<file path="config.mk">
export PLATFORM = sky130hd
export DESIGN_NAME = ebc_core
export DESIGN_NICKNAME = d
export VERILOG_FILES = /design/src/common/ebc_pkg.sv /design/src/core/ebc_core.sv
export SDC_FILE = /design/constraint.sdc
export NUM_CORES = 1
export LEC_CHECK = 0
export BUFFER_PORTS_ARGS = -buffer_cell sky130_fd_sc_hd__buf_4
export CAP_MARGIN = 10
export CORE_AREA = 2 2 147 149
export CTS_BUF_LIST = sky130_fd_sc_hd__clkbuf_4 sky130_fd_sc_hd__clkbuf_8
export CTS_CLUSTER_SIZE = 30
export DETAILED_ROUTE_END_ITERATION = 7
export DIE_AREA = 0 0 149 151
export PLACE_DENSITY = 0.74
export SLEW_MARGIN = 10
export SYNTH_ARGS = -nofsm -noshare
export SYNTH_HDL_FRONTEND = slang
export SYNTH_SLANG_ARGS = --single-unit
</file>
<file path="constraint.sdc">
create_clock -name aclk -period 3.66 [get_ports aclk]
set_input_delay 0.366 -clock aclk [delete_from_list [all_inputs] [get_ports aclk]]
set_output_delay 0.366 -clock aclk [all_outputs]
set_load 0.1 [all_outputs]
</file>
<file path="src/common/ebc_pkg.sv">
// Package of the external bus cycle controller: register map, field layout,
// reset values, phase state codes and clock divider defaults.
// Assumes a 32-bit AXI4-Lite register bus and one system clock.
package ebc_pkg;

    // Register byte offsets.
    localparam logic [7:0] EBC_CTRL_OFS   = 8'h00;
    localparam logic [7:0] EBC_STATUS_OFS = 8'h04;
    localparam logic [7:0] EBC_TIMING_OFS = 8'h10;

    // Number of external regions, each with its own timing register.
    localparam int EBC_REGIONS = 4;

    // Timing register fields: bit position of each field.
    localparam int EBC_F_AB    = 0;  // 1 bit: 0 = one period, 1 = two periods.
    localparam int EBC_F_WIN   = 1;  // 2 bits: extra periods on window change.
    localparam int EBC_F_C     = 3;  // 2 bits: command delay 0..3.
    localparam int EBC_F_D     = 5;  // 1 bit: data setup / tristate 0..1.
    localparam int EBC_F_E     = 6;  // 5 bits: access length minus one.
    localparam int EBC_F_F     = 11; // 2 bits: hold phase 0..3.
    localparam int EBC_F_RDYEN = 13; // Ready handshake in use.
    localparam int EBC_F_ASYNC = 14; // Ready taken asynchronously.
    localparam int EBC_F_POL   = 15; // Ready active level.
    localparam int EBC_TIMING_W = 16;

    // Reset values.
    localparam logic [EBC_TIMING_W-1:0] EBC_TIMING_RST = 16'h07C1;
    localparam logic                    EBC_CTRL_RST   = 1'b0;

    // Clock periods of aclk per CPU clock period.
    localparam int EBC_CPU_DIV = 4;

    // AXI responses.
    localparam logic [1:0] EBC_RESP_OKAY   = 2'h0;
    localparam logic [1:0] EBC_RESP_SLVERR = 2'h2;

    // Bus cycle and arbitration states, one-hot.
    typedef enum logic [9:0] {
        EBC_IDLE    = 10'h001,
        EBC_AB      = 10'h002,
        EBC_C       = 10'h004,
        EBC_D       = 10'h008,
        EBC_E       = 10'h010,
        EBC_RDY     = 10'h020,
        EBC_F       = 10'h040,
        EBC_RELEASE = 10'h080,
        EBC_HELD    = 10'h100,
        EBC_REGAIN  = 10'h200
    } ebc_state_t;

endpackage : ebc_pkg

</file>
<file path="src/core/ebc_core.sv">
// External bus cycle controller: runs each external access as programmable
// phases, stretches the access with a ready handshake and hands the bus to an
// external master on request.
// Assumes an AXI4-Lite master for configuration and a requester on aclk.
// How it works
// - Cycle runs address, command, data, access, hold phases.
// - Phase lengths come from per-region timing registers.
// - Address setup one/two periods, plus window extra.
// - Command delay 0..3, data setup 0..1 periods.
// - Hold phase lasts 0..3 periods.
// - Access 1..32 periods, optionally ready-stretched.
// - Ready active level is configurable.
// - Asynchronous ready adds a stage, one wait minimum.
// - Inactive ready waits again, active ready ends.
// - Read data captured on strobe-rise edge.
// - Hold grants only after current cycle ends.
// - Release drives controls inactive, then floats, latch low.
// - Regain starts only when hold goes high.
// - Regain drives controls inactive before next cycle.
`timescale 1ns/100ps
module ebc_core
    import ebc_pkg::*;
#(
    parameter int ADDR_W  = 24,
    parameter int DATA_W  = 16,
    parameter int CPU_DIV = EBC_CPU_DIV
)(
    input  wire logic              aclk,
    input  wire logic              aresetn,
    // AXI4-Lite register slave.
    input  wire logic [7:0]        s_axi_awaddr,
    input  wire logic              s_axi_awvalid,
    output logic                   s_axi_awready,
    input  wire logic [31:0]       s_axi_wdata,
    input  wire logic [3:0]        s_axi_wstrb,
    input  wire logic              s_axi_wvalid,
    output logic                   s_axi_wready,
    output logic [1:0]             s_axi_bresp,
    output logic                   s_axi_bvalid,
    input  wire logic              s_axi_bready,
    input  wire logic [7:0]        s_axi_araddr,
    input  wire logic              s_axi_arvalid,
    output logic                   s_axi_arready,
    output logic [31:0]            s_axi_rdata,
    output logic [1:0]             s_axi_rresp,
    output logic                   s_axi_rvalid,
    input  wire logic              s_axi_rready,
    // Internal access requests.
    input  wire logic              req_valid,
    output logic                   req_ready,
    input  wire logic              req_write,
    input  wire logic              req_high_byte,
    input  wire logic [1:0]        req_region,
    input  wire logic [ADDR_W-1:0] req_addr,
    input  wire logic [DATA_W-1:0] req_wdata,
    output logic                   done,
    output logic [DATA_W-1:0]      rdata,
    // External bus pins.
    output logic                   reference_clock_output,
    output logic [ADDR_W-1:0]      ext_addr,
    output logic                   ext_addr_latch,
    output logic                   high_byte_enable_n,
    output logic                   read_n,
    output logic                   write_n,
    output logic                   ctrl_oe_n,
    output logic [DATA_W-1:0]      ext_data_out,
    output logic                   ext_data_oe_n,
    input  wire logic [DATA_W-1:0] ext_data_in,
    input  wire logic              ext_ready,
    input  wire logic              hold_n,
    output logic                   hold_acknowledge_n,
    output logic                   bus_request_out_n
);

    // Two-flop synchronisers for every pin input; ready has a third stage read in async mode.
    logic              rdy_s1_reg, rdy_s2_reg, rdy_s3_reg, hold_s1_reg, hold_s2_reg;
    logic [DATA_W-1:0] din_s1_reg, din_s2_reg;
    always_ff @(posedge aclk)
    begin
        if (!aresetn)
        begin
            rdy_s1_reg  <= 1'b0;
            rdy_s2_reg  <= 1'b0;
            rdy_s3_reg  <= 1'b0;
            hold_s1_reg <= 1'b1;
            hold_s2_reg <= 1'b1;
            din_s1_reg  <= '0;
            din_s2_reg  <= '0;
        end
        else
        begin
            rdy_s1_reg  <= ext_ready;
            rdy_s2_reg  <= rdy_s1_reg;
            rdy_s3_reg  <= rdy_s2_reg; // Extra stage for asynchronous ready.
            hold_s1_reg <= hold_n;
            hold_s2_reg <= hold_s1_reg;
            din_s1_reg  <= ext_data_in;
            din_s2_reg  <= din_s1_reg;
        end
    end

    // CPU clock period divider: tick ends each period, reference clock follows.
    logic [7:0] div_reg, div_next;
    logic       tick;
    always_comb
    begin
        tick     = (div_reg == 8'(CPU_DIV - 1));
        div_next = tick ? 8'h00 : div_reg + 8'h01;
    end
    always_ff @(posedge aclk)
    begin
        if (!aresetn)
            div_reg <= 8'h00;
        else
            div_reg <= div_next;
    end
    assign reference_clock_output = (div_reg < 8'(CPU_DIV / 2));

    // Configuration registers.
    logic                    enable_reg, enable_next;
    logic [EBC_TIMING_W-1:0] timing_reg [EBC_REGIONS];
    logic [EBC_TIMING_W-1:0] timing_next [EBC_REGIONS];

    // Bus cycle state.
    ebc_state_t        state_reg, state_next;
    logic [5:0]        cnt_reg, cnt_next;
    logic              write_reg, write_next, hbe_reg, hbe_next, first_reg, first_next;
    logic [1:0]        region_reg, region_next, last_reg, last_next;
    logic [ADDR_W-1:0] addr_reg, addr_next;
    logic [DATA_W-1:0] wdata_reg, wdata_next, rdata_reg, rdata_next;
    logic              done_reg, done_next;
    logic [EBC_TIMING_W-1:0] cfg;
    logic              rdy_seen;

    // Length of a phase in CPU periods for the current region's timing.
    function automatic logic [5:0] phase_len(input ebc_state_t st, input logic [EBC_TIMING_W-1:0] t,
                                             input logic win_change);
        logic [5:0] len;
        len = 6'h00;
        unique case (st)
            EBC_AB:  len = 6'(t[EBC_F_AB]) + 6'h01 + (win_change ? 6'(t[EBC_F_WIN +: 2]) : 6'h00);
            EBC_C:   len = 6'(t[EBC_F_C +: 2]);
            EBC_D:   len = 6'(t[EBC_F_D]);
            EBC_E:   len = 6'(t[EBC_F_E +: 5]) + 6'h01;
            EBC_F:   len = 6'(t[EBC_F_F +: 2]);
            default: len = 6'h01;
        endcase
        return len;
    endfunction : phase_len

    // Next phase after a given one, skipping phases programmed to zero length.
    function automatic ebc_state_t after(input ebc_state_t st, input logic [EBC_TIMING_W-1:0] t);
        ebc_state_t nx;
        nx = EBC_IDLE;
        if (st == EBC_AB && t[EBC_F_C +: 2] != 2'h0)
            nx = EBC_C;
        else if ((st == EBC_AB || st == EBC_C) && t[EBC_F_D])
            nx = EBC_D;
        else if (st == EBC_AB || st == EBC_C || st == EBC_D)
            nx = EBC_E;
        else if (st == EBC_E && t[EBC_F_RDYEN])
            nx = EBC_RDY;
        else if ((st == EBC_E || st == EBC_RDY) && t[EBC_F_F +: 2] != 2'h0)
            nx = EBC_F;
        return nx;
    endfunction : after

    // Phase sequencing, ready evaluation and bus arbitration.
    always_comb
    begin
        cfg         = timing_reg[region_reg];
        state_next  = state_reg;
        cnt_next    = cnt_reg;
        write_next  = write_reg;
        hbe_next    = hbe_reg;
        first_next  = first_reg;
        region_next = region_reg;
        last_next   = last_reg;
        addr_next   = addr_reg;
        wdata_next  = wdata_reg;
        rdata_next  = rdata_reg;
        done_next   = 1'b0;
        req_ready   = 1'b0;
        // Active level chosen by configuration; async mode reads the third stage.
        rdy_seen    = ((cfg[EBC_F_ASYNC] ? rdy_s3_reg : rdy_s2_reg) == cfg[EBC_F_POL]);
        unique case (state_reg)
            EBC_IDLE:
            begin
                if (tick && !hold_s2_reg)
                    state_next = EBC_RELEASE;
                else if (tick && enable_reg)
                begin
                    req_ready = 1'b1;
                    if (req_valid)
                    begin
                        write_next  = req_write;
                        hbe_next    = req_high_byte;
                        region_next = req_region;
                        addr_next   = req_addr;
                        wdata_next  = req_wdata;
                        last_next   = req_region;
                        cnt_next    = phase_len(EBC_AB, timing_reg[req_region], req_region != last_reg);
                        state_next  = EBC_AB;
                    end
                end
            end
            EBC_AB, EBC_C, EBC_D, EBC_E, EBC_RDY, EBC_F:
            begin
                // A ready wait ends on an active sample; async mode skips its first.
                if (tick && (state_reg == EBC_RDY ? rdy_seen && !(cfg[EBC_F_ASYNC] && first_reg) : cnt_reg <= 6'h01))
                begin
                    state_next = after(state_reg, cfg);
                    cnt_next   = phase_len(after(state_reg, cfg), cfg, 1'b0);
                    // Read data taken on the edge where the strobe rises.
                    if (!write_reg && (state_reg == EBC_RDY || (state_reg == EBC_E && !cfg[EBC_F_RDYEN])))
                        rdata_next = din_s2_reg;
                    if (after(state_reg, cfg) == EBC_IDLE)
                        done_next = 1'b1;
                end
                else if (tick)
                    cnt_next = cnt_reg - 6'h01;
                if (tick)
                    first_next = (state_reg != EBC_RDY);
            end
            EBC_RELEASE:
            begin
                if (tick)
                    state_next = EBC_HELD;
            end
            EBC_HELD:
            begin
                if (tick && hold_s2_reg)
                    state_next = EBC_REGAIN;
            end
            EBC_REGAIN:
            begin
                if (tick)
                    state_next = EBC_IDLE;
            end
            default:
                state_next = EBC_IDLE;
        endcase
    end

    always_ff @(posedge aclk)
    begin
        if (!aresetn)
        begin
            state_reg  <= EBC_IDLE;
            cnt_reg    <= 6'h00;
            write_reg  <= 1'b0;
            hbe_reg    <= 1'b0;
            first_reg  <= 1'b0;
            region_reg <= 2'h0;
            last_reg   <= 2'h0;
            addr_reg   <= '0;
            wdata_reg  <= '0;
            rdata_reg  <= '0;
            done_reg   <= 1'b0;
        end
        else
        begin
            state_reg  <= state_next;
            cnt_reg    <= cnt_next;
            write_reg  <= write_next;
            hbe_reg    <= hbe_next;
            first_reg  <= first_next;
            region_reg <= region_next;
            last_reg   <= last_next;
            addr_reg   <= addr_next;
            wdata_reg  <= wdata_next;
            rdata_reg  <= rdata_next;
            done_reg   <= done_next;
        end
    end

    // Pin drive decoded from the phase; the address latch is never floated.
    logic in_cycle, strobe;
    always_comb
    begin
        in_cycle = (state_reg != EBC_IDLE) && (state_reg != EBC_RELEASE) && (state_reg != EBC_HELD)
                   && (state_reg != EBC_REGAIN);
        strobe   = (state_reg == EBC_E) || (state_reg == EBC_RDY);
    end
    assign ext_addr           = addr_reg;
    assign ext_addr_latch     = (state_reg == EBC_AB);
    assign high_byte_enable_n = !(in_cycle && hbe_reg);
    assign read_n             = !(strobe && !write_reg);
    assign write_n            = !(strobe && write_reg);
    assign ctrl_oe_n          = (state_reg == EBC_HELD);
    assign ext_data_out       = wdata_reg;
    assign ext_data_oe_n      = !(write_reg && (state_reg == EBC_D || strobe || state_reg == EBC_F));
    assign hold_acknowledge_n = !(state_reg == EBC_HELD);
    assign bus_request_out_n  = !(state_reg == EBC_HELD && req_valid);
    assign done               = done_reg;
    assign rdata              = rdata_reg;

    // AXI4-Lite slave: address and data latched in either order, then answered.
    logic        aw_reg, aw_next, w_reg, w_next, bv_reg, bv_next, rv_reg, rv_next;
    logic [7:0]  awa_reg, awa_next;
    logic [31:0] wd_reg, wd_next, rd_reg, rd_next;
    logic [1:0]  br_reg, br_next, rr_reg, rr_next, ws_reg, ws_next;
    always_comb
    begin
        aw_next     = aw_reg;
        w_next      = w_reg;
        bv_next     = bv_reg;
        rv_next     = rv_reg;
        awa_next    = awa_reg;
        wd_next     = wd_reg;
        rd_next     = rd_reg;
        br_next     = br_reg;
        rr_next     = rr_reg;
        ws_next     = ws_reg;
        enable_next = enable_reg;
        timing_next = timing_reg;
        if (s_axi_awvalid && !aw_reg)
        begin
            aw_next  = 1'b1;
            awa_next = s_axi_awaddr;
        end
        if (s_axi_wvalid && !w_reg)
        begin
            w_next  = 1'b1;
            wd_next = s_axi_wdata;
            ws_next = s_axi_wstrb[1:0];
        end
        if (aw_reg && w_reg && !bv_reg)
        begin
            aw_next = 1'b0;
            w_next  = 1'b0;
            bv_next = 1'b1;
            br_next = EBC_RESP_OKAY;
            if (awa_reg[7:2] == EBC_CTRL_OFS[7:2])
            begin
                if (ws_reg[0])
                    enable_next = wd_reg[0];
            end
            else if (awa_reg[7:4] == EBC_TIMING_OFS[7:4])
            begin
                // Timing changes are seen at once, also by the remaining phases of a cycle in progress that uses the region.
                if (ws_reg[0])
                    timing_next[awa_reg[3:2]][7:0] = wd_reg[7:0];
                if (ws_reg[1])
                    timing_next[awa_reg[3:2]][15:8] = wd_reg[15:8];
            end
            else if (awa_reg[7:2] != EBC_STATUS_OFS[7:2])
                br_next = EBC_RESP_SLVERR;
        end
        if (bv_reg && s_axi_bready)
            bv_next = 1'b0;
        if (s_axi_arvalid && !rv_reg)
        begin
            rv_next = 1'b1;
            rr_next = EBC_RESP_OKAY;
            rd_next = 32'h0000_0000;
            if (s_axi_araddr[7:2] == EBC_CTRL_OFS[7:2])
                rd_next[0] = enable_reg;
            else if (s_axi_araddr[7:2] == EBC_STATUS_OFS[7:2])
                rd_next = {20'h00000, 2'(region_reg), state_reg};
            else if (s_axi_araddr[7:4] == EBC_TIMING_OFS[7:4])
                rd_next[15:0] = timing_reg[s_axi_araddr[3:2]];
            else
                rr_next = EBC_RESP_SLVERR;
        end
        else if (rv_reg && s_axi_rready)
            rv_next = 1'b0;
    end
    always_ff @(posedge aclk)
    begin
        if (!aresetn)
        begin
            aw_reg     <= 1'b0;
            w_reg      <= 1'b0;
            bv_reg     <= 1'b0;
            rv_reg     <= 1'b0;
            awa_reg    <= 8'h00;
            wd_reg     <= 32'h0000_0000;
            rd_reg     <= 32'h0000_0000;
            br_reg     <= 2'h0;
            rr_reg     <= 2'h0;
            ws_reg     <= 2'h0;
            enable_reg <= EBC_CTRL_RST;
            for (int i = 0; i < EBC_REGIONS; i++)
                timing_reg[i] <= EBC_TIMING_RST;
        end
        else
        begin
            aw_reg     <= aw_next;
            w_reg      <= w_next;
            bv_reg     <= bv_next;
            rv_reg     <= rv_next;
            awa_reg    <= awa_next;
            wd_reg     <= wd_next;
            rd_reg     <= rd_next;
            br_reg     <= br_next;
            rr_reg     <= rr_next;
            ws_reg     <= ws_next;
            enable_reg <= enable_next;
            timing_reg <= timing_next;
        end
    end
    assign s_axi_awready = !aw_reg;
    assign s_axi_wready  = !w_reg;
    assign s_axi_bvalid  = bv_reg;
    assign s_axi_bresp   = br_reg;
    assign s_axi_arready = !rv_reg;
    assign s_axi_rvalid  = rv_reg;
    assign s_axi_rdata   = rd_reg;
    assign s_axi_rresp   = rr_reg;

endmodule : ebc_core

</file>
Word-level counts from Yosys, hierarchy flattened
Cells that the tools add are included.
W data, S select, Z words.
{"block": "word_totals", "ff_bits": 254, "word_cells": 217}
{"block": "classes", "addsub": 6, "order_cmp": 7, "n_eq_ne": 38, "muxes": 60, "bitwise_logic": 7, "reduce_logical": 66}
{"operator": "$mux W64", "count": 5}
{"operator": "$bwmux W64", "count": 2}
{"operator": "$mux W16", "count": 7}
{"operator": "$mux W10", "count": 11}
{"operator": "$bmux W16 S2", "count": 3}
{"operator": "$demux W16 S2", "count": 2}
{"operator": "$pmux W10 S5", "count": 1}
{"operator": "$mux W6", "count": 5}
{"operator": "$pmux W6 S5", "count": 1}
{"operator": "$logic_and A1 B1 Y1", "count": 28}
{"operator": "$eq A10 B1 Y1 const B", "count": 2}
{"operator": "$eq A10 B2 Y1 const B", "count": 2}
{"operator": "$eq A10 B3 Y1 const B", "count": 2}
{"operator": "$eq A10 B4 Y1 const B", "count": 2}
{"operator": "$eq A10 B5 Y1 const B", "count": 2}
{"operator": "$eq A10 B7 Y1 const B", "count": 2}
{"operator": "$mux W15", "count": 1}
{"operator": "$logic_not A1 Y1", "count": 14}
{"operator": "$mux W2", "count": 7}
{"operator": "$mux W7", "count": 2}
{"operator": "$ge A3 B3 Y1 const B", "count": 4}
{"operator": "$logic_not A6 Y1", "count": 2}
{"operator": "$ne A2 B2 Y1 const B", "count": 6}
{"operator": "$not A2 Y3", "count": 4}
{"operator": "other kinds (39)", "count": 67}

Logic depth before layout (Yosys ltp)
Gate-level depths: netlist (run 1).
{"block": "logic_depth", "word_depth": 17, "mapped_depth": 10}

Worst setup path before layout (run 1)
Ideal clock, no wire load.
{"block": "synth_timing", "path_kind": "flip-flop to output port", "start": "register state_reg[4]", "end": "output bus_request_out_n", "t_arrival_ns": 3.472, "path_slack_ns": -0.178, "path_stages_with_launch": 6, "n_path_buf": 1, "cell_sequence": "dfxtp_1 clkbuf_1 nor3_1 nand2_1 nor2_1 nand2_1"}
{"block": "synth_via", "elab_chain_cells": 3}
{"element": "start: declaration", "line": "ebc_core.sv:125", "text": "ebc_state_t state_reg, state_next;"}
{"element": "start signal: assignment", "line": "ebc_core.sv:263", "text": "state_reg <= state_next;"}
{"element": "$eq A10 B9 Y1"}
{"element": "net ctrl_oe_n", "line": "ebc_core.sv:65", "text": "output logic ctrl_oe_n,"}
{"element": "$logic_and A1 B1 Y1", "line": "ebc_core.sv:294", "text": "assign bus_request_out_n = !(state_reg == EBC_HELD && req_valid);"}
{"element": "$logic_not A1 Y1", "line": "ebc_core.sv:294"}
{"element": "end: declaration", "line": "ebc_core.sv:72", "text": "output logic bus_request_out_n"}
The timed path passes the listed nets, and every way through them passes these cells.

Final worst setup path (run 1)
{"block": "layout_timing", "start": "register state_reg[7]", "end": "output req_ready"}
{"block": "layout_via", "elab_chain_cells": 2}
{"element": "$eq A10 B1 Y1", "line": "ebc_core.sv:186", "text": "unique case (state_reg)"}
{"element": "$mux W1", "line": "ebc_core.sv:186"}
{"element": "end: declaration", "line": "ebc_core.sv:50", "text": "output logic req_ready,"}
No other way between the ends.

==> results of run 1 <==
[synth_stat cells (all sizes together) (2+ instances only)]
master	count
a22oi	4
nor4	8
o21a	3
mux4	32
xnor2	7
o211ai	2
a22o	3
nand2b	9
dfxtp	234
or3	4
a221oi	13
a211oi	2
and2	40
o311ai	2
nand3	18
o21ai	16
nor3	12
nand4	6
nor2b	84
and3	6
a21boi	67
nand3b	3
nand2	179
xor2	12
a31oi	2
o31ai	4
a21oi	6
mux2i	95
buf	27
nor2	55
nor4b	2
ha	6
clkbuf	56
nor3b	13
inv	14
[power by group through the flow]
stage | Clock (mW) | Sequential [mW] | Combinational, mW
final | 2.38 | 2.68 | 0.734
after detailed placement | 0 | 2.73 | 0.736
after global placement | 0 | 2.73 | 0.731
after global routing | 2.57 | 2.68 | 0.786
after floorplan | 0 | 2.78 | 0.494
after CTS | 2.45 | 2.67 | 0.737
[kinds of logic (layout without fill, tap and decap cells)]
| family | after synthesis | count (layout) | synth area share [%] |
|---|---|---|---|
| compound gates | 132 | 132 | 9.727 |
| xor+xnor | 19 | 19 | 1.615 |
| mux | 127 | 127 | 16.22 |
| other cells | 1 | 18 | 0.03639 |
| flops | 234 | 234 | 45.46 |
| fa+ha+maj | 6 | 6 | 0.7286 |
| simple gates | 442 | 442 | 21.83 |
| buf+inv | 97 | 286 | 4.372 |
[worst paths after layout]
| check | startpoint | endpoint | slack, ns | cells after the start |
|---|---|---|---|---|
| setup / recovery | state_reg[7]$_SDFFE_PN0P_ | req_ready | 0.51 | 4 |
| hold reg to reg | hold_s1_reg$_SDFF_PN1_ | hold_s2_reg$_SDFF_PN1_ | 0.40 | 1 |
| setup reg to reg | state_reg[7]$_SDFFE_PN0P_ | cnt_reg[1]$_SDFFE_PN0P_ | 0.64 | 7 |
| hold / removal | ext_data_in[11] | din_s1_reg[11]$_SDFF_PN0_ | 0.04 | 2 |
[area by class of cell]
cell class	instances	area, um^2
Clock inverter	9	90.09
Sequential cell	234	4684
Timing Repair Buffer	204	1544
Multi-Input combinational cell	744	5245
Inverter	14	52.55
Tap cell	275	344.1
Fill cell	1812	8132
Clock buffer	59	730.7
[worst reg2reg max path: stages (launching register included)]
cell	delay, ns
dfxtp_1	0.44
nor3_1	0.73
nand2_1	0.24
nor3_1	0.44
nor4_1	0.18
or3_1	0.35
and3_1	0.20
o311a_1	0.32
[metrics by stage]
| stage | power [mW] | area, um^2 | instances | utilization [%] |
|---|---|---|---|---|
| floorplan | 3.271 | 10380 | 1075 | - |
| global placement | 3.459 | 11870 | 1471 | 57.01 |
| detailed placement | 3.466 | 11870 | 1471 | 57.01 |
| CTS | 5.862 | 12690 | 1539 | 60.95 |
| global route | 6.036 | 12690 | 1539 | 60.95 |
| finish | 5.790 | 12690 | 1539 | 60.95 |
[routing by layer]
layer,GRT usage (%),wire [um]
met5,0,0
met4,8.143,647
met3,4.066,1681
met2,34.29,11510
met1,28.35,10630
==> results.txt, run 1 <==
The run finished with clean final reports. During synthesis, Yosys emitted a total of 0 warnings. The synthesis-to-layout area growth came out at 23.17%.

The register with the most flip-flops in the layout has 64 of them. Of the total power, the share spent switching nets is 27.03%. The clock passes through at most 3 buffers.

The tools report the post-CTS setup buffer count as 0. TritonCTS built the clock tree. Internal power comes to 4.225 mW.

Dividing total power by cell area gives a power density of 456.2 nW/um^2. The power share of the combinational group is 12.7%. The H-tree was split into 2 levels. For this run, the detailed router's first-pass iteration total came to 5. The number of global-route vias before repair is 7427, and the final estimated routing congestion in global placement is 0.8810. The floorplan step set the die width to 149 um. Setup repair after global routing left no endpoint under its margin. By area the synthesized netlist is led by dfxtp_1 (45%), mux2i_1 (9.2%), mux4_2 (7.0%). For the final database, setup skew stands at 0.04917 ns. The first routing iteration left 502 violations.

The effective utilization at floorplan is 49.48%. The biggest cell delay along the critical path was 0.73 ns. The share of total power dissipated in sequential elements is 46.2%.

Gates resized during post-CTS repair numbered 0. The run gives 45.67% as the headroom to the max-slew limit. Among cell families on the critical path, the largest total delay comes from simple AND/OR/NAND/NOR gates. Adding up every negative setup slack in the final design gives 0 ns. Most area-hungry cell type in the Yosys netlist: dfxtp_1. The final critical-path required period works out to 3.146 ns. Setup violations remaining at the end of the flow were counted as 0. The tightest hold margin is 0.03669 ns. After clock tree synthesis, the clock-pin slew on the worst setup and hold paths is 0.06 ns. Number of buffer and inverter stages on the critical path: 1. Among all flip-flop cells after synthesis, the most frequent one is dfxtp_1.

The synthesized netlist cell count came out at 1058. Of the cells placed in the final design, the portion with a size suffix greater than 1 is 25.95%. The netlist area before placement was 10300 um^2; the count of pins on the block boundary was 230. In this run, synthesis inferred 0 flip-flops with an integrated enable. The analysis attributes to net switching a power of 1.565 mW. In this run, synthesis produced a sequential element count of 234. For the half-perimeter wire length after placement, the log shows 17.04 mm. STA puts the critical path data required time at 3.29 ns.

The worst-case IR drop observed on VDD is 340.9 uV. Counting every sink on the clock net gives 234. The cell with the largest stage delay on the worst path was nor3_1. The number of CTS-inserted buffers is 38. Sequential elements use 45.46% of the synthesized area. The run gives 0 as the DRC violations left.

For the leakage component of the power, the log shows 4.837 nW. Leaving out fill and tap cells, the most frequent cells in the layout are dfxtp_1 (234), buf_4 (203), nand2_1 (179). The port buffer count was 189; the overflow left after global routing was 0. The number of pins with negative max-slew slack in the final report is 0. Max-cap violations in this run came to 0.

The signal on the critical path passes through nor3_1, nand4_1, nor3_2, buf_4. The floorplan step set the die height to 151 um. The arrival time at the worst endpoint is 2.78 ns, and the initial antenna violation count is 0. The tools report the capturing element type of the critical path as an output port. The slew of the pin with the lowest slew margin was 0.8088 ns; the pin count of the biggest net entering global routing was 115.

In the post-route analysis, the smallest setup slack over all paths is 0.5143 ns. The run gives 41.1% as the clock network power share. After floorplanning, the core was divided into 53 placement rows. The number of nets still failing antenna checks after routing is 0. The critical path launch point type was a register. The die covers 22500 um^2. The worst path uses 85.95% of the clock period. The run gives 38.27 mm as the wire length of the first global-routing pass.

For the number of antenna cells inserted, the log shows 0. The leading cell type in the layout, fill and taps excluded is dfxtp_1. Top cell type's share of synthesized area: 45.46%.

Dividing the synthesized area by the synthesized cell count gives 9.739 um^2. The tools report the via count as 7945. The highest clock frequency the design can meet was 317.9 MHz; the area of the core was 20820 um^2. Global routing used 21.24% of the available tracks across all layers. Post-layout net count: 1364. The run gives 0 as the count of final hold-check violations. The root buffer cell chosen for the clock tree is clkbuf_8. The async set-reset flop share out of synthesis is 0%.

The tools report the number of buffers inserted for hold repair after clock tree synthesis as 0. For the number of distinct library cells after synthesis, the log shows 61. Along the worst path, the maximum fanout reaches 10. The critical path is of the reg -> out type.

Average wire per cell in the routed design: 15.90 um. The class of the tightest hold or removal check is in -> reg. The ratio of routed vias to standard cells was 5.162; the overall routed net length was 24.47 mm.

The tools report the insertion delay of the later-clocked pin in the worst-skew pair as 0.56 ns. The setup slack after placement was 0.7112 ns.
Note: power is estimated with default switching activity, not from simulation.
==> run 2: changes to the inputs <==
- CORE_AREA: 2 2 147 149 -> 2 2 135 163
- DIE_AREA: 0 0 149 151 -> 0 0 137 165
- PLACE_DENSITY: 0.74 -> 0.73
==> run 2 against run 1 <==
Non-clock buffer count rose by 2. Register-to-register slack better by 0.02 ns. Core utilization shrank 0.25 points. Critical path type is now reg -> reg. Largest cell class unchanged. Largest power group unchanged.
==> results.txt, run 2 (same netlist as run 1, synthesis figures left out) <==
The wire length of the first global-routing pass is 37.40 mm (was 38.27 mm). Number of gates resized after cts: 0 (unchanged). For the overall routed net length, the log shows 23.56 mm (was 24.47 mm). The slew of the pin with the lowest slew margin was 0.8543 ns (was 0.8088 ns).

The worst ir drop on vdd came out at 290.4 uV (was 340.9 uV). Leading cell type in the layout, fill and taps excluded: dfxtp_1 (unchanged). The logs give 2 (unchanged) for the number of H-tree levels and 58 (was 53) for the placement row count.

For the detailed router's first-iteration violation count, the log shows 504 (was 502). The critical path class is reg -> reg (was reg -> out). The port buffer count is 189 (unchanged).

TritonCTS built the clock tree. The die extent in x was 137 um (was 149 um). The instance area after placement was 11880 um^2 (was 11870 um^2); the final critical-path required period was 2.996 ns (was 3.146 ns). The tools report the clock root buffer as clkbuf_8 (unchanged).

The capturing element type of the critical path is a register (was an output port). The multi-input gate area in the final layout was 5245 um^2 (unchanged). Setup repair after global routing left no endpoint under its margin.

The total negative slack is 0 ns (unchanged), and the number of nets still failing antenna checks after routing is 0 (unchanged). The area of the core was 20900 um^2 (was 20820 um^2); the average wire per cell in the routed design was 15.40 um (was 15.90 um). The flip-flop count of the largest register, all copies and words added was 64 (unchanged); the half-perimeter wire length after placement was 16.39 mm (was 17.04 mm). The final instance count without filler cells is 1530 (was 1539), and the initial antenna violation count is 0 (unchanged). The launch point of the worst reg-to-reg path was last_reg[0]$_SDFFE_PN0P_ (was state_reg[7]$_SDFFE_PN0P_). The synthesis-to-layout area growth came out at 23.12% (was 23.17%).

The combined global-route utilization of all metal layers is 20.60% (was 21.24%), and the post-CTS setup buffer count is 0 (unchanged). The run finished with clean final reports. The clock-pin slew on the worst setup and hold paths was 0.06 ns (about the same); the hold path depth was 2 (unchanged). The total of fill cells in the finished design came out at 1825 (was 1812). The run gives 0 (unchanged) as the count of final hold-check violations. The number of CTS-inserted buffers came out at 37 (was 38). The worst-case register-to-register setup slack was 0.66 ns (was 0.64 ns). The share of final-layout standard cells stronger than drive strength 1 came out at 25.71% (was 25.95%).

Destination of the worst register-to-register timing path: state_reg[6]$_SDFFE_PN0P_ (was cnt_reg[1]$_SDFFE_PN0P_). The total clock sinks is 234 (unchanged). The class of the tightest hold or removal check is in -> reg (unchanged). The number of detailed-routing iterations run before antenna repair was 5 (unchanged).

The effective utilization at floorplan is 49.30% (was 49.48%). The pin count of the biggest net entering global routing is 95 (was 115). The number of violations of the max-capacitance limit was 0 (unchanged).

The tools report the highest clock frequency the design can meet as 333.8 MHz (was 317.9 MHz). The arrival time at the worst endpoint was 3.42 ns (was 2.78 ns). The height of the die was 165 um (was 151 um). The ratio of routed vias to standard cells was 5.148 (was 5.162); the instance count after placement with tap cells included was 1468 (was 1471). The tools report the critical path launch point type as a register (unchanged). The floorplan die area came out at 22610 um^2 (was 22500 um^2). The DRC violations left is 0 (unchanged), and the number of global-route vias before repair is 7575 (was 7427). The logs give 0 (unchanged) for the number of buffers inserted for hold repair after clock tree synthesis and 1365 (was 1364) for the post-layout net count. The number of pins with negative max-slew slack in the final report was 0 (unchanged).

The count of pins on the block boundary is 230 (unchanged), and the headroom to the max-slew limit is 43.04% (was 45.67%). The register area came out at 4684 um^2 (unchanged). The leakage component of the power came out at 4.831 nW (was 4.837 nW). Commonest cells after routing, fill and taps aside: dfxtp_1 (234), buf_4 (205), nand2_1 (179) (was dfxtp_1 (234), buf_4 (203), nand2_1 (179)). The overflow left after global routing is 0 (unchanged). The number of antenna cells inserted is 0 (unchanged). The run gives 0.8375 (was 0.8810) as the final estimated routing congestion in global placement. The via count was 7876 (was 7945); the post-route core utilization was 60.70% (was 60.95%). The depth of the worst register-to-register path works out to 8 (was 7). The overall power consumption came out at 5.782 mW (was 5.790 mW).

The part of the cycle the worst path needs is 81.85% (was 85.95%), and the required arrival time at the worst endpoint is 4.08 ns (was 3.29 ns). The final instance area is 12690 um^2 (about the same), and the maximum count of clock buffers along a single path is 3 (unchanged). The endpoint with the worst hold slack is hold_s1_reg$_SDFF_PN1_ (was din_s1_reg[11]$_SDFF_PN0_). The count of final setup violators is 0 (unchanged).

Power density over the cells: 455.8 nW/um^2 (was 456.2 nW/um^2). Worst-path maximum fanout: 15 (was 10). The tools report the worst min-delay path startpoint as hold_n (was ext_data_in[11]). The insertion delay of the later-clocked pin in the worst-skew pair was 0.53 ns (was 0.56 ns); the worst clock skew on the final layout was 0.02306 ns (was 0.04917 ns).
-- run 2: changes by cell type in the layout (fill, tap and decap cells not counted) --
| cell | delta |
|---|---|
| clkbuf_8 | +5 |
| clkinv_2 | -5 |
| clkbuf_4 | -4 |
| buf_4 | +2 |
| clkinv_8 | -1 |
| inv_8 | -1 |
-- run 2: final cells by class --
class,instances,share of cell area [%]
clock buffers,60,6.066
clock inverters,2,0.2959
inverters,14,0.4142
multi-input cells,744,41.35
flip-flops and latches,234,36.93
well taps,270,2.663
repair buffers,206,12.29
-- run 2: critical path, stage by stage (launching register included) --
cell and delay (ns):
dfxtp_1 0.41, buf_4 0.33, mux4_2 0.57, nor2_1 0.16, o31ai_2 0.10, a221oi_1 0.73, buf_4 0.30, mux2i_1 0.21
nor2b_1 0.06
-- run 2: per-layer routing --
| layer | part of all wire [%] | routed length, um | global-route usage (%) |
|---|---|---|---|
| met1 | 42 | 9921 | 25.56 |
| met2 | 51 | 11980 | 35.62 |
| met3 | 5.3 | 1252 | 3.959 |
| met4 | 1.7 | 408 | 7.076 |
| met5 | 0 | 0 | 0 |
-- run 2: report_power, final --
part / leakage [nW] / internal [mW] / switching [mW]
Sequential: 1.90 / 2.61 / 0.0654
Clock: 0.422 / 1.39 / 0.971
Combinational: 2.51 / 0.266 / 0.479
-- run 2: through the flow --
stage | hold WS [ns] | setup slack, ns
finish | 0.02852 | 0.6642
global route | 0.01842 | 0.4061
CTS | 0.005447 | 0.6400
detailed placement | 0.4050 | 0.6676
global placement | 0.4055 | 0.6930
floorplan | 0.3863 | 0.4886
-- run 2: how the worst max path moves through the flow --
stage | slack, ns | cells past startpoint | to | from
5_1_grt | 0.41 | 4 | req_ready | state_reg[9]$_SDFFE_PN0P_
3_3_place_gp | 0.69 | 8 | state_reg[9]$_SDFFE_PN0P_ | last_reg[0]$_SDFFE_PN0P_
2_1_floorplan | 0.49 | 5 | bus_request_out_n | state_reg[4]$_SDFFE_PN0P_
3_5_place_dp | 0.67 | 8 | state_reg[6]$_SDFFE_PN0P_ | last_reg[0]$_SDFFE_PN0P_
6_report | 0.66 | 8 | state_reg[6]$_SDFFE_PN0P_ | last_reg[0]$_SDFFE_PN0P_
4_1_cts | 0.64 | 8 | state_reg[6]$_SDFFE_PN0P_ | last_reg[0]$_SDFFE_PN0P_
==> run 3: changes to the inputs <==
- ABC_AREA: not set -> 1
- CORE_AREA: 2 2 135 163 -> 2 2 135 164
- DIE_AREA: 0 0 137 165 -> 0 0 137 166
- PLACE_DENSITY: 0.73 -> 0.74
- clock period: 3.66 -> 2.9 ns (I/O delays scaled with it)
==> run 3 against run 2 <==
First-iteration DRC count grew 57%. Die area grew 0.61%. Total power grew 35%. Synthesized cell count grew 34%. Sequential power grew 28%. Global-route usage grew 4.7 points. Sequential share of layout area shrank 2.1 points. Hold slack lost 0.0055 ns. Non-clock buffer count grew 71. Sequential cell count is the same. Final area grew 6.0%. Largest cell class is now flip-flops and latches. Largest power group unchanged.
==> results.txt, run 3 <==
The run finished with clean final reports. For the count of final setup violators, the log shows 0 (unchanged). The cell with the largest stage delay on the worst path was dfxtp_1 (was a221oi_1).

The tools report the number of distinct library cells after synthesis as 48 (was 61). The count of final hold-check violations came out at 0 (unchanged). The number of buffer and inverter stages on the critical path came out at 1 (was 2).

The tightest hold margin is 0.02298 ns (was 0.02852 ns), and the insertion delay of the later-clocked pin in the worst-skew pair is 0.53 ns (about the same). Setup repair after global routing left no endpoint under its margin. The biggest cell delay along the critical path works out to 0.37 ns (was 0.73 ns).

TritonCTS built the clock tree. The effective utilization at floorplan is 49.03% (was 49.30%). Floorplan die area: 22740 um^2 (was 22610 um^2).

Class of the tightest hold or removal check: in -> reg (unchanged). The number of warnings issued by yosys was 0 (unchanged). Number of H-tree levels: 2 (unchanged). The worst-path maximum fanout works out to 5 (was 15). Dividing the final minimum period by the clock period gives 91.82%. The tools report the synthesized netlist cell count as 1419 (was 1058). The number of violations of the max-capacitance limit came out at 0 (unchanged). The capturing element type of the critical path was an output port (was a register). The flip-flop and latch count after synthesis is 234 (unchanged). For the final estimated routing congestion in global placement, the log shows 0.8470 (was 0.8375). The run gives 18.68 mm (was 16.39 mm) as the half-perimeter wire length after placement. The average wire per cell in the routed design was 14.76 um (was 15.40 um); the instance count after placement with tap cells included was 1834 (was 1468). The wire length of the first global-routing pass is 46.65 mm (was 37.40 mm). For the number of detailed-routing iterations run before antenna repair, the log shows 5 (unchanged). The number of nets still failing antenna checks after routing was 0 (unchanged); the initial antenna violation count was 1 (was 0). The DRC violations left is 0 (unchanged).

The detailed router's first-iteration violation count was 792 (was 504); the via count was 10172 (was 7876). The number of synthesized flops with an enable pin was 0 (unchanged); the combined global-route utilization of all metal layers was 25.29% (was 20.60%). The required arrival time at the worst endpoint was 2.61 ns (was 4.08 ns); the slew of the pin with the lowest slew margin was 0.6663 ns (was 0.8543 ns).

The dominant synthesized flop cell was dfxtp_1 (unchanged). The final instance count without filler cells came out at 1970 (was 1530). The critical path class is reg -> out (was reg -> reg). The critical path launch point type is a register (unchanged).

Commonest cells after routing, fill and taps aside: dfxtp_1 (234), nand2_1 (229), nor2_1 (214) (was dfxtp_1 (234), buf_4 (205), nand2_1 (179)). Clock root buffer: clkbuf_8 (unchanged). The logs give 59 (was 58) for the placement row count and 29.07 mm (was 23.56 mm) for the overall routed net length. The run gives 44.94% (was 45.46%) as the share of the yosys chip area belonging to registers. The logs give 0 ns (unchanged) for the total negative slack and 1802 (was 1365) for the post-layout net count. The die extent in x came out at 137 um (unchanged). Ordered cell list for the critical path: nor2_1, nand2_1, nor2_1, nand3_2, o21ai_0, nor2_1, nand3_1, buf_4 (was buf_4, mux4_2, nor2_1, o31ai_2, a221oi_1, buf_4, mux2i_1, nor2b_1).

The headroom to the max-slew limit came out at 55.52% (was 43.04%). Number of gates resized after cts: 0 (unchanged). Worst ir drop on vdd: 362.0 uV (was 290.4 uV). The synthesis-to-layout area growth was 28.96% (was 23.12%); the netlist area before placement was 10420 um^2 (was 10300 um^2). The flip-flop count of the largest register, all copies and words added is 64 (unchanged).

For the number of pins with negative max-slew slack in the final report, the log shows 0 (unchanged). Cell types with the largest area share after synthesis: dfxtp_1 (45%), nand2_1 (8.3%), nor2_1 (7.7%) (was dfxtp_1 (45%), mux2i_1 (9.2%), mux4_2 (7.0%)). The overall power consumption came out at 7.785 mW (was 5.782 mW). Total clock sinks: 234 (unchanged). The total of fill cells in the finished design was 1882 (was 1825). The ratio of routed vias to standard cells works out to 5.163 (was 5.148).

The category of cells accounting for the largest share of critical-path delay is simple AND/OR/NAND/NOR gates (was compound AO/OA/AOI/OAI gates). The tools report the number of CTS-inserted buffers as 38 (was 37). The number of global-route vias before repair was 9795 (was 7575). For the leakage component of the power, the log shows 6.272 nW (was 4.831 nW).

The overflow left after global routing is 0 (unchanged), and the top cell type's share of synthesized area is 44.94% (was 45.46%). Leading cell type in the layout, fill and taps excluded: dfxtp_1 (unchanged). Derived from the worst setup path, the maximum achievable clock frequency is 375.5 MHz. The most area-hungry cell type in the Yosys netlist was dfxtp_1 (unchanged).

Most frequent cell after synthesis: dfxtp_1 (unchanged). Cell types with the highest counts after synthesis: dfxtp_1 (234), nand2_1 (230), nor2_1 (214), inv_1 (165), o21ai_0 (157) (was dfxtp_1 (234), nand2_1 (179), mux2i_1 (95), nor2b_1 (84), a21boi_0 (67)). The clock-pin slew on the worst setup and hold paths was 0.07 ns (was 0.06 ns); the mean area per synthesized cell was 7.346 um^2 (was 9.739 um^2). Port buffer count: 189 (unchanged). The worst clock skew on the final layout was 0.02113 ns (was 0.02306 ns); the power density over the cells was 579.1 nW/um^2 (was 455.8 nW/um^2). The final critical-path required period was 2.663 ns; the height of the die was 166 um (was 165 um).

The run gives 141 (was 95) as the pin count of the biggest net entering global routing. The run gives 2.37 ns (was 3.42 ns) as the arrival time at the worst endpoint. The cell repeated most along the worst path was nor2_1 (was buf_4). The logs give 21260 um^2 (was 20900 um^2) for the area of the core and 230 (unchanged) for the count of pins on the block boundary. The share of final-layout standard cells stronger than drive strength 1 is 20.12% (was 25.71%), and the maximum count of clock buffers along a single path is 3 (unchanged).

The async set-reset flop share out of synthesis came out at 0% (unchanged).
==> run 3: changes by cell type in the layout (fill, tap and decap cells not counted), sizes merged, moves of 32 or more <==
cell         change
mux4            -32
inv            +164
nor2           +173
a21oi           +99
and2            -40
o21ai          +148
nor2b           -84
nand3           +50
a21boi          -67
nand2           +65
dlygate4sd3     +74
mux2i           -95
==> run 3: logic make-up (layout without fill, tap and decap cells) <==
logic type / Yosys count / count (layout) / synth area share [%]
simple gates: 571 / 571 / 23.93
fa+ha+maj: 6 / 6 / 0.7202
buf+inv: 262 / 521 / 10.97
compound gates: 338 / 338 / 18.81
xor+xnor: 7 / 7 / 0.5882
flops: 234 / 234 / 44.94
other cells: 1 / 19 / 0.03598
==> run 3: metal layers <==
layer | share of wire [%] | GRT usage, % | wire length [um]
met5 | 0 | 0 | 0
met4 | 4.2 | 11.79 | 1216
met3 | 6.3 | 4.915 | 1841
met2 | 48 | 42.79 | 13920
met1 | 42 | 30.57 | 12090
==> run 3: cell type report <==
type / count / area, um^2 / area share (%)
antenna: 1 / 2.502 / 0.01862
clock buffer: 58 / 735.7 / 5.473
clock inverter: 3 / 23.77 / 0.1768
inverter: 183 / 699.4 / 5.203
multi-input combinational: 940 / 4677 / 34.79
sequential: 234 / 4684 / 34.85
tap: 274 / 342.8 / 2.550
timing repair buffer: 277 / 2277 / 16.94
==> run 3: worst paths after layout <==
path | startpoint | end | slack (ns) | cells after the start
min reg2reg | rdy_s1_reg$_SDFF_PN0_ | rdy_s2_reg$_SDFF_PN0_ | 0.41 | 2
max reg2reg | last_reg[0]$_SDFFE_PN0P_ | rdata[3]$_SDFFE_PN0P_ | 0.48 | 13
max | state_reg[7]$_SDFFE_PN0P_ | high_byte_enable_n | 0.24 | 8
min | req_wdata[2] | ext_data_out[2]$_SDFFE_PN0P_ | 0.02 | 3
==> run 3: what timing repair did <==
| item | in CTS | in global routing |
|---|---|---|
| hold endpoints to repair | 74 | 0 |
| buffers inserted | 0 | 0 |
| hold buffers | 74 | 0 |
==> run 3: per-stage QoR <==
| stage | worst slack [ns] | instance area (um^2) | utilization [%] |
|---|---|---|---|
| 2_1_floorplan | 0.1380 | 10510 | - |
| 5_1_grt | 0.08701 | 13440 | 63.23 |
| 3_3_place_gp | 0.6198 | 11940 | 56.16 |
| 4_1_cts | 0.2457 | 13440 | 63.22 |
| 6_report | 0.2372 | 13440 | 63.23 |
| 3_5_place_dp | 0.5361 | 11940 | 56.16 |
==> run 3: worst register-to-register path, stage by stage, from the launching register on <==
cell and delay [ns]:
dfxtp_1 0.56, inv_4 0.22, nand2_1 0.14, nand3_2 0.11
nand2_1 0.13, nand2_1 0.06, nand3_1 0.08, nand3_2 0.11
nand2_2 0.09, nand2_4 0.09, inv_2 0.14, nand2_4 0.25
nor2_1 0.26, a211oi_2 0.06
==> run 3: where the power goes <==
group	total (mW)	switching [mW]	internal, mW	leakage, nW
Sequential	3.43	0.106	3.33	1.90
Combinational	1.46	0.983	0.479	3.97
Clock	2.89	1.28	1.61	0.401
